$ cat config.mk
export PLATFORM = sky130hd
export DESIGN_NAME = sensor_event_status_regs
export DESIGN_NICKNAME = d
export VERILOG_FILES = /design/src/hw/sensor_event_pkg.sv /design/src/hw/gate_error_age.sv /design/src/hw/sensor_event_status_regs.sv
export SDC_FILE = /design/constraint.sdc
export NUM_CORES = 1
export LEC_CHECK = 0
export BUFFER_PORTS_ARGS = -buffer_cell sky130_fd_sc_hd__buf_2
export CORE_ASPECT_RATIO = 1.5
export CORE_UTILIZATION = 57
export CTS_BUF_LIST = sky130_fd_sc_hd__clkbuf_4 sky130_fd_sc_hd__clkbuf_8
export CTS_CLUSTER_DIAMETER = 30
export CTS_CLUSTER_SIZE = 10
export DETAILED_ROUTE_END_ITERATION = 16
export HOLD_SLACK_MARGIN = 0.15
export PLACE_DENSITY = 0.88
export REMOVE_ABC_BUFFERS = 1
export SLEW_MARGIN = 0
export SYNTH_ARGS = -nofsm -noshare
export SYNTH_HDL_FRONTEND = slang
export SYNTH_HIERARCHICAL = 1
export SYNTH_SLANG_ARGS = --single-unit
$ cat constraint.sdc
create_clock -name clock -period 3.5 [get_ports clock]
set_input_delay 1.05 -clock clock [delete_from_list [all_inputs] [get_ports clock]]
set_output_delay 1.05 -clock clock [all_outputs]
set_load 0.05 [all_outputs]
$ cat src/hw/sensor_event_pkg.sv
/*
 * Constants for the sensor event status block: register offsets, field
 * positions, reset values and mode encodings.
 * Assumes a host register port of 7-bit address and 8-bit data.
 */
package sensor_event_pkg;
    localparam logic [6:0] OFF_DATA_FIRST = 7'h01;
    localparam logic [6:0] OFF_TRIG_EN = 7'h0a;
    localparam logic [6:0] OFF_SYS_MODE = 7'h0b;
    localparam logic [6:0] OFF_INT_SRC = 7'h0c;
    localparam logic [6:0] OFF_MAG_INT_SRC = 7'h5e;
    localparam int DATA_BURST_BYTES = 12;
    localparam logic [6:0] OFF_DATA_LAST = 7'h0c;
    localparam logic [7:0] TRIG_EN_RESET = 8'h00;
    localparam logic [7:0] TRIG_EN_MASK = 8'h3e;
    localparam int TRIG_VECM_BIT = 1;
    localparam int TRIG_FFMT_BIT = 2;
    localparam int TRIG_PULSE_BIT = 3;
    localparam int TRIG_ORIENT_BIT = 4;
    localparam int TRIG_TRANS_BIT = 5;
    localparam int SRC_DRDY_BIT = 0;
    localparam int SRC_VECM_BIT = 1;
    localparam int SRC_FFMT_BIT = 2;
    localparam int SRC_PULSE_BIT = 3;
    localparam int SRC_ORIENT_BIT = 4;
    localparam int SRC_TRANS_BIT = 5;
    localparam int SRC_FIFO_BIT = 6;
    localparam int SRC_ASLP_BIT = 7;
    localparam logic [4:0] GATE_AGE_MAX = 5'h1f;
    localparam int FIFO_DEPTH = 32;
    localparam logic [1:0] FIFO_MODE_TRIGGER = 2'h3;
    localparam logic [1:0] SENSOR_ACCEL = 2'h0;
    localparam logic [1:0] SENSOR_MAG = 2'h1;
    localparam logic [1:0] SENSOR_HYBRID = 2'h3;
    typedef enum logic [1:0] {
        MODE_STANDBY = 2'b00,
        MODE_WAKE = 2'b01,
        MODE_SLEEP = 2'b10
    } sys_mode_t;
endpackage : sensor_event_pkg

$ cat src/hw/gate_error_age.sv
/*
 * Gate error flag and its age counter in output-data-rate periods.
 * Assumes odr_tick is a one-cycle pulse once per data period.
 */
`timescale 1ns/1ps
`default_nettype none
module gate_error_age
    import sensor_event_pkg::*;
(
    input wire logic clock,
    input wire logic arst_n,
    input wire logic gate_error_evt,
    input wire logic fifo_empty,
    input wire logic odr_tick,
    output logic gate_error,
    output logic [4:0] gate_age
);
    typedef struct packed {
        logic flag;
        logic [4:0] age;
    } age_state_t;

    age_state_t state_r;
    age_state_t state_nxt;

    always_comb
    begin
        state_nxt = state_r;
        if (gate_error_evt)
        begin
            state_nxt.flag = 1'b1; // [RULE3]
        end
        else if (fifo_empty)
        begin
            state_nxt.flag = 1'b0; // [RULE3]
        end
        if (!state_nxt.flag)
        begin
            state_nxt.age = 5'h00; // [RULE4]
        end
        else if (state_r.flag && odr_tick && state_r.age != GATE_AGE_MAX)
        begin
            state_nxt.age = state_r.age + 5'h01; // [RULE22]
        end
    end

    always_ff @(posedge clock or negedge arst_n)
    begin
        if (!arst_n)
        begin
            state_r <= '0;
        end
        else
        begin
            state_r <= state_nxt;
        end
    end

    assign gate_error = state_r.flag;
    assign gate_age = state_r.age;
endmodule : gate_error_age
`default_nettype wire

$ cat src/hw/sensor_event_status_regs.sv
/*
 * Interrupt status summary, FIFO trigger enables and system mode register.
 * Assumes detectors give level event flags, reads and writes are one-cycle
 * strobes with address, and the FIFO reports count, overflow and watermark.
 */
// Notes on behaviour
// [RULE1] Trigger mode: an enabled event flag gates the FIFO, keeping up to 32 samples.
// [RULE2] Trigger enables: transient, orientation, pulse, freefall, vector bits 5..1; reset zero.
// [RULE3] Gate error flag sets on error, clears only once the FIFO is empty.
// [RULE4] Five-bit age counts data periods since gate error, zero when cleared.
// [RULE5] Mode field reports standby 00, wake 01, sleep 10; resets to standby.
// [RULE6] Auto-sleep bit sets on a mode-changing event, clears on mode register read.
// [RULE7] Wake to sleep after inactivity count; sleep to wake on enabled wake event.
// [RULE8] Summary read clears only the vector-magnitude bit; others by own source read.
// [RULE9] FIFO bit sets on overflow or watermark, clears on FIFO status read.
// [RULE10] Transient bit follows enabled event-active flag; cleared by transient source read.
// [RULE11] Orientation bit follows enabled new-change flag; cleared by orientation detail read.
// [RULE12] Pulse bit follows enabled pulse flag; cleared by pulse source read.
// [RULE13] Freefall bit follows enabled active flag; cleared by freefall source read.
// [RULE14] Data-ready flags accel, magnetic, or either data by sensor mode.
// [RULE15] Data-ready clears on accel data read, or magnetic data read otherwise.
// [RULE16] Hybrid auto-increment: 12-byte burst from address 0x01 covers all data.
// [RULE17] Magnetic event flags live in their own register at 0x5e.
// [RULE18] Summary bits: aslp, fifo, trans, orient, pulse, ffmt, vecm, drdy.
// [RULE19] Host should read the mode register to track auto-sleep state.
// [RULE20] After a FIFO status read, next sample re-sets the bit if condition holds.
// [RULE21] FIFO mode 2'b11 is trigger mode; watermark then means trigger seen.
// [RULE22] Gate age saturates at 31 while the flag holds.
`timescale 1ns/1ps
`default_nettype none
module sensor_event_status_regs
    import sensor_event_pkg::*;
(
    input wire logic clock,
    input wire logic arst_n,
    input wire logic reg_wr,
    input wire logic reg_rd,
    input wire logic [6:0] reg_addr,
    input wire logic [7:0] reg_wdata,
    output logic [7:0] reg_rdata,
    input wire logic [7:0] mag_int_flags,
    input wire logic active_en,
    input wire logic aslp_en,
    input wire logic [7:0] aslp_count,
    input wire logic odr_tick,
    input wire logic activity,
    input wire logic wake_event,
    input wire logic [1:0] fifo_mode,
    input wire logic fifo_overflow,
    input wire logic fifo_watermark,
    input wire logic fifo_sample_in,
    input wire logic [5:0] fifo_count,
    input wire logic gate_error_evt,
    input wire logic [1:0] sensor_mode,
    input wire logic hyb_autoinc,
    input wire logic accel_new,
    input wire logic mag_new,
    input wire logic accel_data_rd,
    input wire logic mag_data_rd,
    input wire logic trans_event_active,
    input wire logic trans_int_en,
    input wire logic trans_src_rd,
    input wire logic orient_new_change,
    input wire logic orient_int_en,
    input wire logic orient_detail_reg_rd,
    input wire logic pulse_event_active,
    input wire logic pulse_int_en,
    input wire logic pulse_src_rd,
    input wire logic ffmt_event_active,
    input wire logic ffmt_int_en,
    input wire logic ffmt_src_rd,
    input wire logic vecm_event,
    input wire logic vecm_int_en,
    input wire logic fifo_status_rd,
    output logic fifo_gated,
    output logic trigger_seen,
    output logic sleep_rate_sel,
    output logic [6:0] burst_next_addr
);
    typedef struct packed {
        logic [7:0] trig_en;
        sys_mode_t mode;
        logic [7:0] idle_cnt;
        logic aslp;
        logic fifo;
        logic trans;
        logic orient;
        logic pulse;
        logic ffmt;
        logic vecm;
        logic drdy;
        logic fifo_cond_pend;
        logic gated;
        logic trig_seen;
        logic sleep_sel;
        logic [7:0] rdata;
        logic [6:0] next_addr;
    } regs_state_t;

    regs_state_t st_r;
    regs_state_t st_nxt;
    logic gate_error;
    logic [4:0] gate_age;
    logic [7:0] src_view;
    logic [7:0] trig_flags;
    logic trig_hit;
    logic fifo_cond;
    logic drdy_set;
    logic drdy_clr;
    logic rd_mode;
    logic rd_src;

    gate_error_age u_gate_age (
        .clock(clock),
        .arst_n(arst_n),
        .gate_error_evt(gate_error_evt),
        .fifo_empty(fifo_count == 6'h00),
        .odr_tick(odr_tick),
        .gate_error(gate_error),
        .gate_age(gate_age)
    );

    assign src_view = {st_r.aslp, st_r.fifo, st_r.trans, st_r.orient,
                       st_r.pulse, st_r.ffmt, st_r.vecm, st_r.drdy}; // [RULE18]
    assign trig_flags = {2'b00, st_r.trans, st_r.orient, st_r.pulse, st_r.ffmt,
                         st_r.vecm, 1'b0};
    assign trig_hit = |(trig_flags & st_r.trig_en); // [RULE1]
    assign fifo_cond = fifo_overflow | fifo_watermark;
    assign rd_mode = reg_rd && reg_addr == OFF_SYS_MODE;
    assign rd_src = reg_rd && reg_addr == OFF_INT_SRC;

    always_comb
    begin
        drdy_set = 1'b0;
        drdy_clr = 1'b0;
        case (sensor_mode) // [RULE14] [RULE15]
            SENSOR_ACCEL:
            begin
                drdy_set = accel_new;
                drdy_clr = accel_data_rd;
            end
            SENSOR_MAG:
            begin
                drdy_set = mag_new;
                drdy_clr = mag_data_rd;
            end
            SENSOR_HYBRID:
            begin
                drdy_set = accel_new | mag_new;
                drdy_clr = mag_data_rd;
            end
            default:
            begin
                drdy_set = accel_new;
                drdy_clr = accel_data_rd;
            end
        endcase
    end

    always_comb
    begin
        st_nxt = st_r;
        if (reg_wr && reg_addr == OFF_TRIG_EN)
        begin
            st_nxt.trig_en = reg_wdata & TRIG_EN_MASK; // [RULE2]
        end
        // Mode machine; sets win over read clears below
        case (st_r.mode)
            MODE_STANDBY:
            begin
                if (active_en)
                begin
                    st_nxt.mode = MODE_WAKE;
                    st_nxt.idle_cnt = 8'h00;
                end
            end
            MODE_WAKE:
            begin
                if (!active_en)
                begin
                    st_nxt.mode = MODE_STANDBY;
                end
                else if (activity || !aslp_en)
                begin
                    st_nxt.idle_cnt = 8'h00;
                end
                else if (odr_tick)
                begin
                    if (st_r.idle_cnt > aslp_count)
                    begin
                        st_nxt.mode = MODE_SLEEP; // [RULE7]
                        st_nxt.aslp = 1'b1;
                    end
                    else
                    begin
                        st_nxt.idle_cnt = st_r.idle_cnt + 8'h01;
                    end
                end
            end
            MODE_SLEEP:
            begin
                if (!active_en)
                begin
                    st_nxt.mode = MODE_STANDBY;
                end
                else if (wake_event)
                begin
                    st_nxt.mode = MODE_WAKE; // [RULE7]
                    st_nxt.idle_cnt = 8'h00;
                    st_nxt.aslp = 1'b1;
                end
            end
            default:
            begin
                st_nxt.mode = MODE_STANDBY;
            end
        endcase
        st_nxt.sleep_sel = st_nxt.mode == MODE_SLEEP; // [RULE7]
        if (rd_mode && st_nxt.mode == st_r.mode)
        begin
            st_nxt.aslp = 1'b0; // [RULE6]
        end
        // FIFO bit: cleared by status read, re-armed by the next sample;
        // a sample in the read cycle wins, so that event is not lost
        if (fifo_status_rd && !(fifo_cond && fifo_sample_in))
        begin
            st_nxt.fifo = 1'b0; // [RULE9]
            st_nxt.fifo_cond_pend = 1'b1;
        end
        else if (fifo_cond && (!st_r.fifo_cond_pend || fifo_sample_in))
        begin
            st_nxt.fifo = 1'b1; // [RULE9] [RULE20]
            st_nxt.fifo_cond_pend = 1'b0;
        end
        else if (!fifo_cond)
        begin
            st_nxt.fifo_cond_pend = 1'b0;
        end
        st_nxt.trans = (trans_event_active && trans_int_en) || (st_r.trans && !trans_src_rd); // [RULE10]
        st_nxt.orient = (orient_new_change && orient_int_en)
                        || (st_r.orient && !orient_detail_reg_rd); // [RULE11]
        st_nxt.pulse = (pulse_event_active && pulse_int_en) || (st_r.pulse && !pulse_src_rd); // [RULE12]
        st_nxt.ffmt = (ffmt_event_active && ffmt_int_en) || (st_r.ffmt && !ffmt_src_rd); // [RULE13]
        st_nxt.vecm = (vecm_event && vecm_int_en) || (st_r.vecm && !rd_src); // [RULE8]
        st_nxt.drdy = drdy_set || (st_r.drdy && !drdy_clr); // [RULE15]
        // Trigger gating; leaving trigger mode releases the FIFO
        if (fifo_mode != FIFO_MODE_TRIGGER)
        begin
            st_nxt.gated = 1'b0;
            st_nxt.trig_seen = 1'b0;
        end
        else if (trig_hit)
        begin
            st_nxt.gated = 1'b1; // [RULE1] [RULE21]
            st_nxt.trig_seen = 1'b1;
        end
        // Read data registered, so answers come one cycle after the strobe
        st_nxt.rdata = 8'h00;
        if (reg_rd)
        begin
            case (reg_addr)
                OFF_TRIG_EN: st_nxt.rdata = st_r.trig_en;
                OFF_SYS_MODE: st_nxt.rdata = {gate_error, gate_age, st_r.mode}; // [RULE5]
                OFF_INT_SRC: st_nxt.rdata = src_view; // [RULE18]
                OFF_MAG_INT_SRC: st_nxt.rdata = mag_int_flags; // [RULE17]
                default: st_nxt.rdata = 8'h00;
            endcase
            // Hybrid auto-increment wraps the data burst back to its start
            if (sensor_mode == SENSOR_HYBRID && hyb_autoinc && reg_addr == OFF_DATA_LAST)
            begin
                st_nxt.next_addr = OFF_DATA_FIRST; // [RULE16]
            end
            else
            begin
                st_nxt.next_addr = reg_addr + 7'h01;
            end
        end
    end

    always_ff @(posedge clock or negedge arst_n)
    begin
        if (!arst_n)
        begin
            st_r <= '{trig_en: TRIG_EN_RESET, mode: MODE_STANDBY, default: '0};
        end
        else
        begin
            st_r <= st_nxt;
        end
    end

    assign reg_rdata = st_r.rdata;
    assign fifo_gated = st_r.gated;
    assign trigger_seen = st_r.trig_seen;
    assign sleep_rate_sel = st_r.sleep_sel; // [RULE7]
    assign burst_next_addr = st_r.next_addr;
endmodule : sensor_event_status_regs
`default_nettype wire

Word-level counts from Yosys, hierarchy flattened
Index checks and enable logic that the tools add are counted.
Word-level totals
  bits in registers: 48
  input bits: 74
  output and inout bits: 18
  word-level logic and storage cells: 134
Operators by class
  $add $sub $neg: 3
  $lt $le $gt $ge: 1
  equal/unequal tests: 26
  mux-type cells: 33
  bitwise logic cells: 3
  reduce and logical (&&, ||, !) cells: 49
Operators by type and width (number)
  $pmux 8 s4: 1
  $ne 3x3->1 const B: 8
  $pmux 8 s3: 1
  $logic_and 1x1->1: 22
  $mux 11: 2
  $eq 7x4->1 const B: 3
  $mux 9: 2
  $mux 8: 2
  $mux 15: 1
  $reduce_and 7->1: 2
  $mux 2: 6
  $ne 2x2->1 const B: 6
  $mux 1: 11
  $mux 10: 1
  $mux 5: 2
  $logic_not 1->1: 9
  $add 8x1->8 const B: 1
  $gt 8x8->1: 1
  $logic_or 1x1->1: 8
  $reduce_or 8->1: 1
  $add 7x1->7 const B: 1
  $eq 7x7->1 const B: 1
  $mux 7: 1
  $and 6x6->6: 1
  14 further kinds: 21

Longest topological paths before layout
  word-level depth: 10
  gate-level depth with buffers: 8
  gate-level depth less buffers: 8

By module
The synthesis kept the hierarchy.
Modules (own cells, without submodules)
  sensor_event_status_regs: instances 1, cells each 271, area each 2568.7 um^2, sequential area each 1026.0 um^2
  gate_error_age: instances 1, cells each 26, area each 296.5 um^2, sequential area each 150.1 um^2

Worst setup path before layout
No wires, ideal clock.
  path kind: in2reg
  start: input port aslp_count[7]
  end: register st_r, in the netlist src_view[7]
  library setup time: 119 ps
  arrival time: 2411 ps
  required time: 3381 ps
  setup slack: 970 ps
  stages on the path: 8
  path buffers: 0
  cell sequence: inv_1 > ha_1 > nand4_1 > or2_2 > and4b_1 > o21ai_0 > a211oi_1 > o21a_1
Between the ends
  cells in the longest elaborated chain, start to end: 10
  elaborated cells between the ends (all ways): 17
  classes of those cells: 1 x order compare; 7 x eq/ne; 6 x mux; 3 x reduce/logical
Ends and longest elaborated chain
  start, declared: line sensor_event_status_regs.sv:44  | input wire logic [7:0] aslp_count,
  $gt 8x8->1 *: line sensor_event_status_regs.sv:189  | if (st_r.idle_cnt > aslp_count)
  $mux 2: line sensor_event_status_regs.sv:189
  $mux 11: line sensor_event_status_regs.sv:187  | else if (odr_tick)
  $mux 2: line sensor_event_status_regs.sv:183  | else if (activity || !aslp_en)
  $mux 2: line sensor_event_status_regs.sv:179  | if (!active_en)
  $pmux 2 s3: line sensor_event_status_regs.sv:168  | case (st_r.mode)
  $eq 2x2->1: line sensor_event_status_regs.sv:219  | if (rd_mode && st_nxt.mode == st_r.mode)
  $logic_and 1x1->1: line sensor_event_status_regs.sv:219
  $ne 3x3->1 (no source line) or $reduce_bool 3->1 (tied branches)
  $reduce_and 7->1 (no source line)
  end signal, assigned: line sensor_event_status_regs.sv:288  | st_r <= st_nxt;
  end, declared: line sensor_event_status_regs.sv:100  | regs_state_t st_r;
Every way passes the cells marked *; elsewhere a longest branch is shown, timed or not. The select of a mux whose other input is x is not followed.
A chain may end at the register's enable or synchronous reset.

Final worst setup path
  start: input port aslp_count[1]
  end: register st_r, in the netlist src_view[7]
The elaborated chain is that of the path after synthesis.

==> metrics.txt <==
status=finished, final reports clean; worst hold slack=0.5148 ns; area leader, netlist=dfrtp_1; Leakage=1.686 nW; post-route insts no fill=439; Least-Margin Pin Slew=1.027 ns; vias in the first global route=2452; Post-synth top flop=dfrtp_1; Final TNS setup=0 ns; hpwl dp=4847 µm; Yosys warning count=6; wire per inst=14.90 µm; Worst Setup End Kind=register; H-Tree Level Count=2; routed vias=2518; DRC viols=0; port bufs=88; critical path type=input port to register; Cell Area, Placed=3241 µm²; Placeable Area=4848 µm²; grt ovf=0; PnR worst setup slack=0.9250 ns; most common cell after layout, fill and taps aside=buf_2; Pwr Density=437.6 nW/µm²; crit start category=input port; min-delay worst type=register to register; slowest CP cell=o21ai_0; Final Core Density=69.34%; first-pass GRT wire length=10410 µm; placer congestion estimate=0.8385; n_diodes=0; Max Freq=0.3884 GHz; max-cap violation count=0; CP peak stage delay=0.53 ns; setup bufs post-CTS=0; Place WS=0.6626 ns; Critical Path AT=2.77 ns; 1st-pass router iterations=5; post-layout min period=2.575 ns; clock latency on the worst-skew pair=0.30 ns; skew final=0.005651 ns; Clock Path Buffers=2; layout cells sized above 1=29.76%; die height=88.84 µm; crit-path max FO=5; placed insts=431; largest cells by area after synthesis=dfrtp_1 41%, ha_1 7.9%, buf_4 4.5%; Final setup viols=0; max-slew violations=0; global-route usage over all layers=26.18%; post-route ant nets=0; final hold viol count=0; Clock Sinks=47; #FFs+latches synth=47; initial antenna violation count=0; CTS tree=done; Post-Syn Area=2865 µm²; TritonCTS Buffers=5; total wire length=6541 µm; Final Cycle Share=73.57%; total chip power=1.471 mW; Boundary Pins=92; cts repair resizes=0; sequential area share after synthesis=41.05%; Post-synth EDFFs=0; Post-synth ARST share=100.0%; routed vias/inst=5.736; Horiz. Die Dim=59.89 µm; most frequent cells in the layout=88 x buf_2, 47 x dfrtp_1, 31 x inv_1; die area=5320 µm²; Crit path required time=3.70 ns; VDD IR max=0.3014 mV; Starting DRT DRC Count=119; Synth cell types=52; P&R area growth vs syn=17.34%; clock slew at reported path FFs=0.09 ns; largest net degree at the start of global routing=48; Worst slew margin=31.53%; post-route cell area=3362 µm²; Final #Nets=464; top cell type's share of synthesized area=41.05%; Syn Area/Cell=9.647 µm²; row cnt=31; CP Cell Sequence=buf_2 -> inv_1 -> ha_1 -> nor2b_1 -> o211ai_1 -> a21oi_1 -> o21ai_0 -> a211oi_1 -> o21a_1; Post-Syn Instances=297; root buffer cell=clkbuf_8; RSZ-0062 raised after global routing=no; post-cts hold buffer count=0; initial core utilization=59.10%
[metal layers]
layer	GRT usage [%]	routed length, µm
met1	28.35	2526
met2	49.49	3575
met3	4.094	344
met4	9.937	95
met5	0	0
[logic make-up after synthesis]
logic type                 after synthesis  share of synthesized area (%)
AOI/OAI and AO/OA                       76                          18.69
xor gates and xnor gates                 7                          2.140
adders and majority gates               18                          7.860
buffers and inverters                   53                          9.738
DFF                                     47                          41.05
muxes                                   10                          3.712
and+or+nand+nor                         86                          16.81
[report_power, final]
group	leakage, nW	internal [mW]	switching, mW
combinational	1.03	0.154	0.220
clock	0.0618	0.235	0.190
sequential	0.599	0.602	0.0693
[critical path, delay by kind of cell]
kind / cells / cell delay, ns
buffers and inverters: 2 / 0.11
and+or+nand+nor: 1 / 0.13
adders and majority gates: 1 / 0.29
AOI/OAI and AO/OA: 5 / 1.19
[worst paths after layout]
path	from	cells past startpoint	slack, ns	to
setup / recovery	aslp_count[1]	9	0.93	src_view[7]
hold / removal	burst_next_addr[0]	1	0.51	burst_next_addr[0]
setup reg to reg	st_r[36]	7	1.26	st_r[33]
hold reg to reg	burst_next_addr[0]	1	0.51	burst_next_addr[0]
max in group asynchronous	arst_n	1	1.94	burst_next_addr[5]
min in group asynchronous	arst_n	1	0.91	sleep_rate_sel
[sequential cells by signal, summed over array words and instances (netlist names)]
register / cells
st_r: 16
sleep_rate_sel: 1
fifo_gated: 1
burst_next_addr: 7
src_view: 8
u_gate_age/gate_error: 1
reg_rdata: 8
u_gate_age/gate_age: 5
[synth_stat cells, types with 4 or more instances]
master,number
dfrtp_1,47
inv_1,31
nand2_1,20
a21oi_1,19
ha_1,18
buf_4,17
nor2_1,15
o21ai_0,13
nand3_1,10
a222oi_1,9
and3_1,9
a31oi_1,7
o22ai_1,6
mux2_2,5
mux2i_1,5
nand2b_1,5
nor2b_1,4
xor2_1,4
[final cells by class]
class / count / area (µm²)
Fill cell: 387 / 1486
Timing Repair Buffer: 90 / 455.4
Sequential cell: 47 / 1176
Multi-Input combinational cell: 197 / 1410
Tap cell: 66 / 82.58
Clock inverter: 2 / 38.79
Clock buffer: 6 / 82.58
Inverter: 31 / 116.4
(Power assumes the default switching activity.)
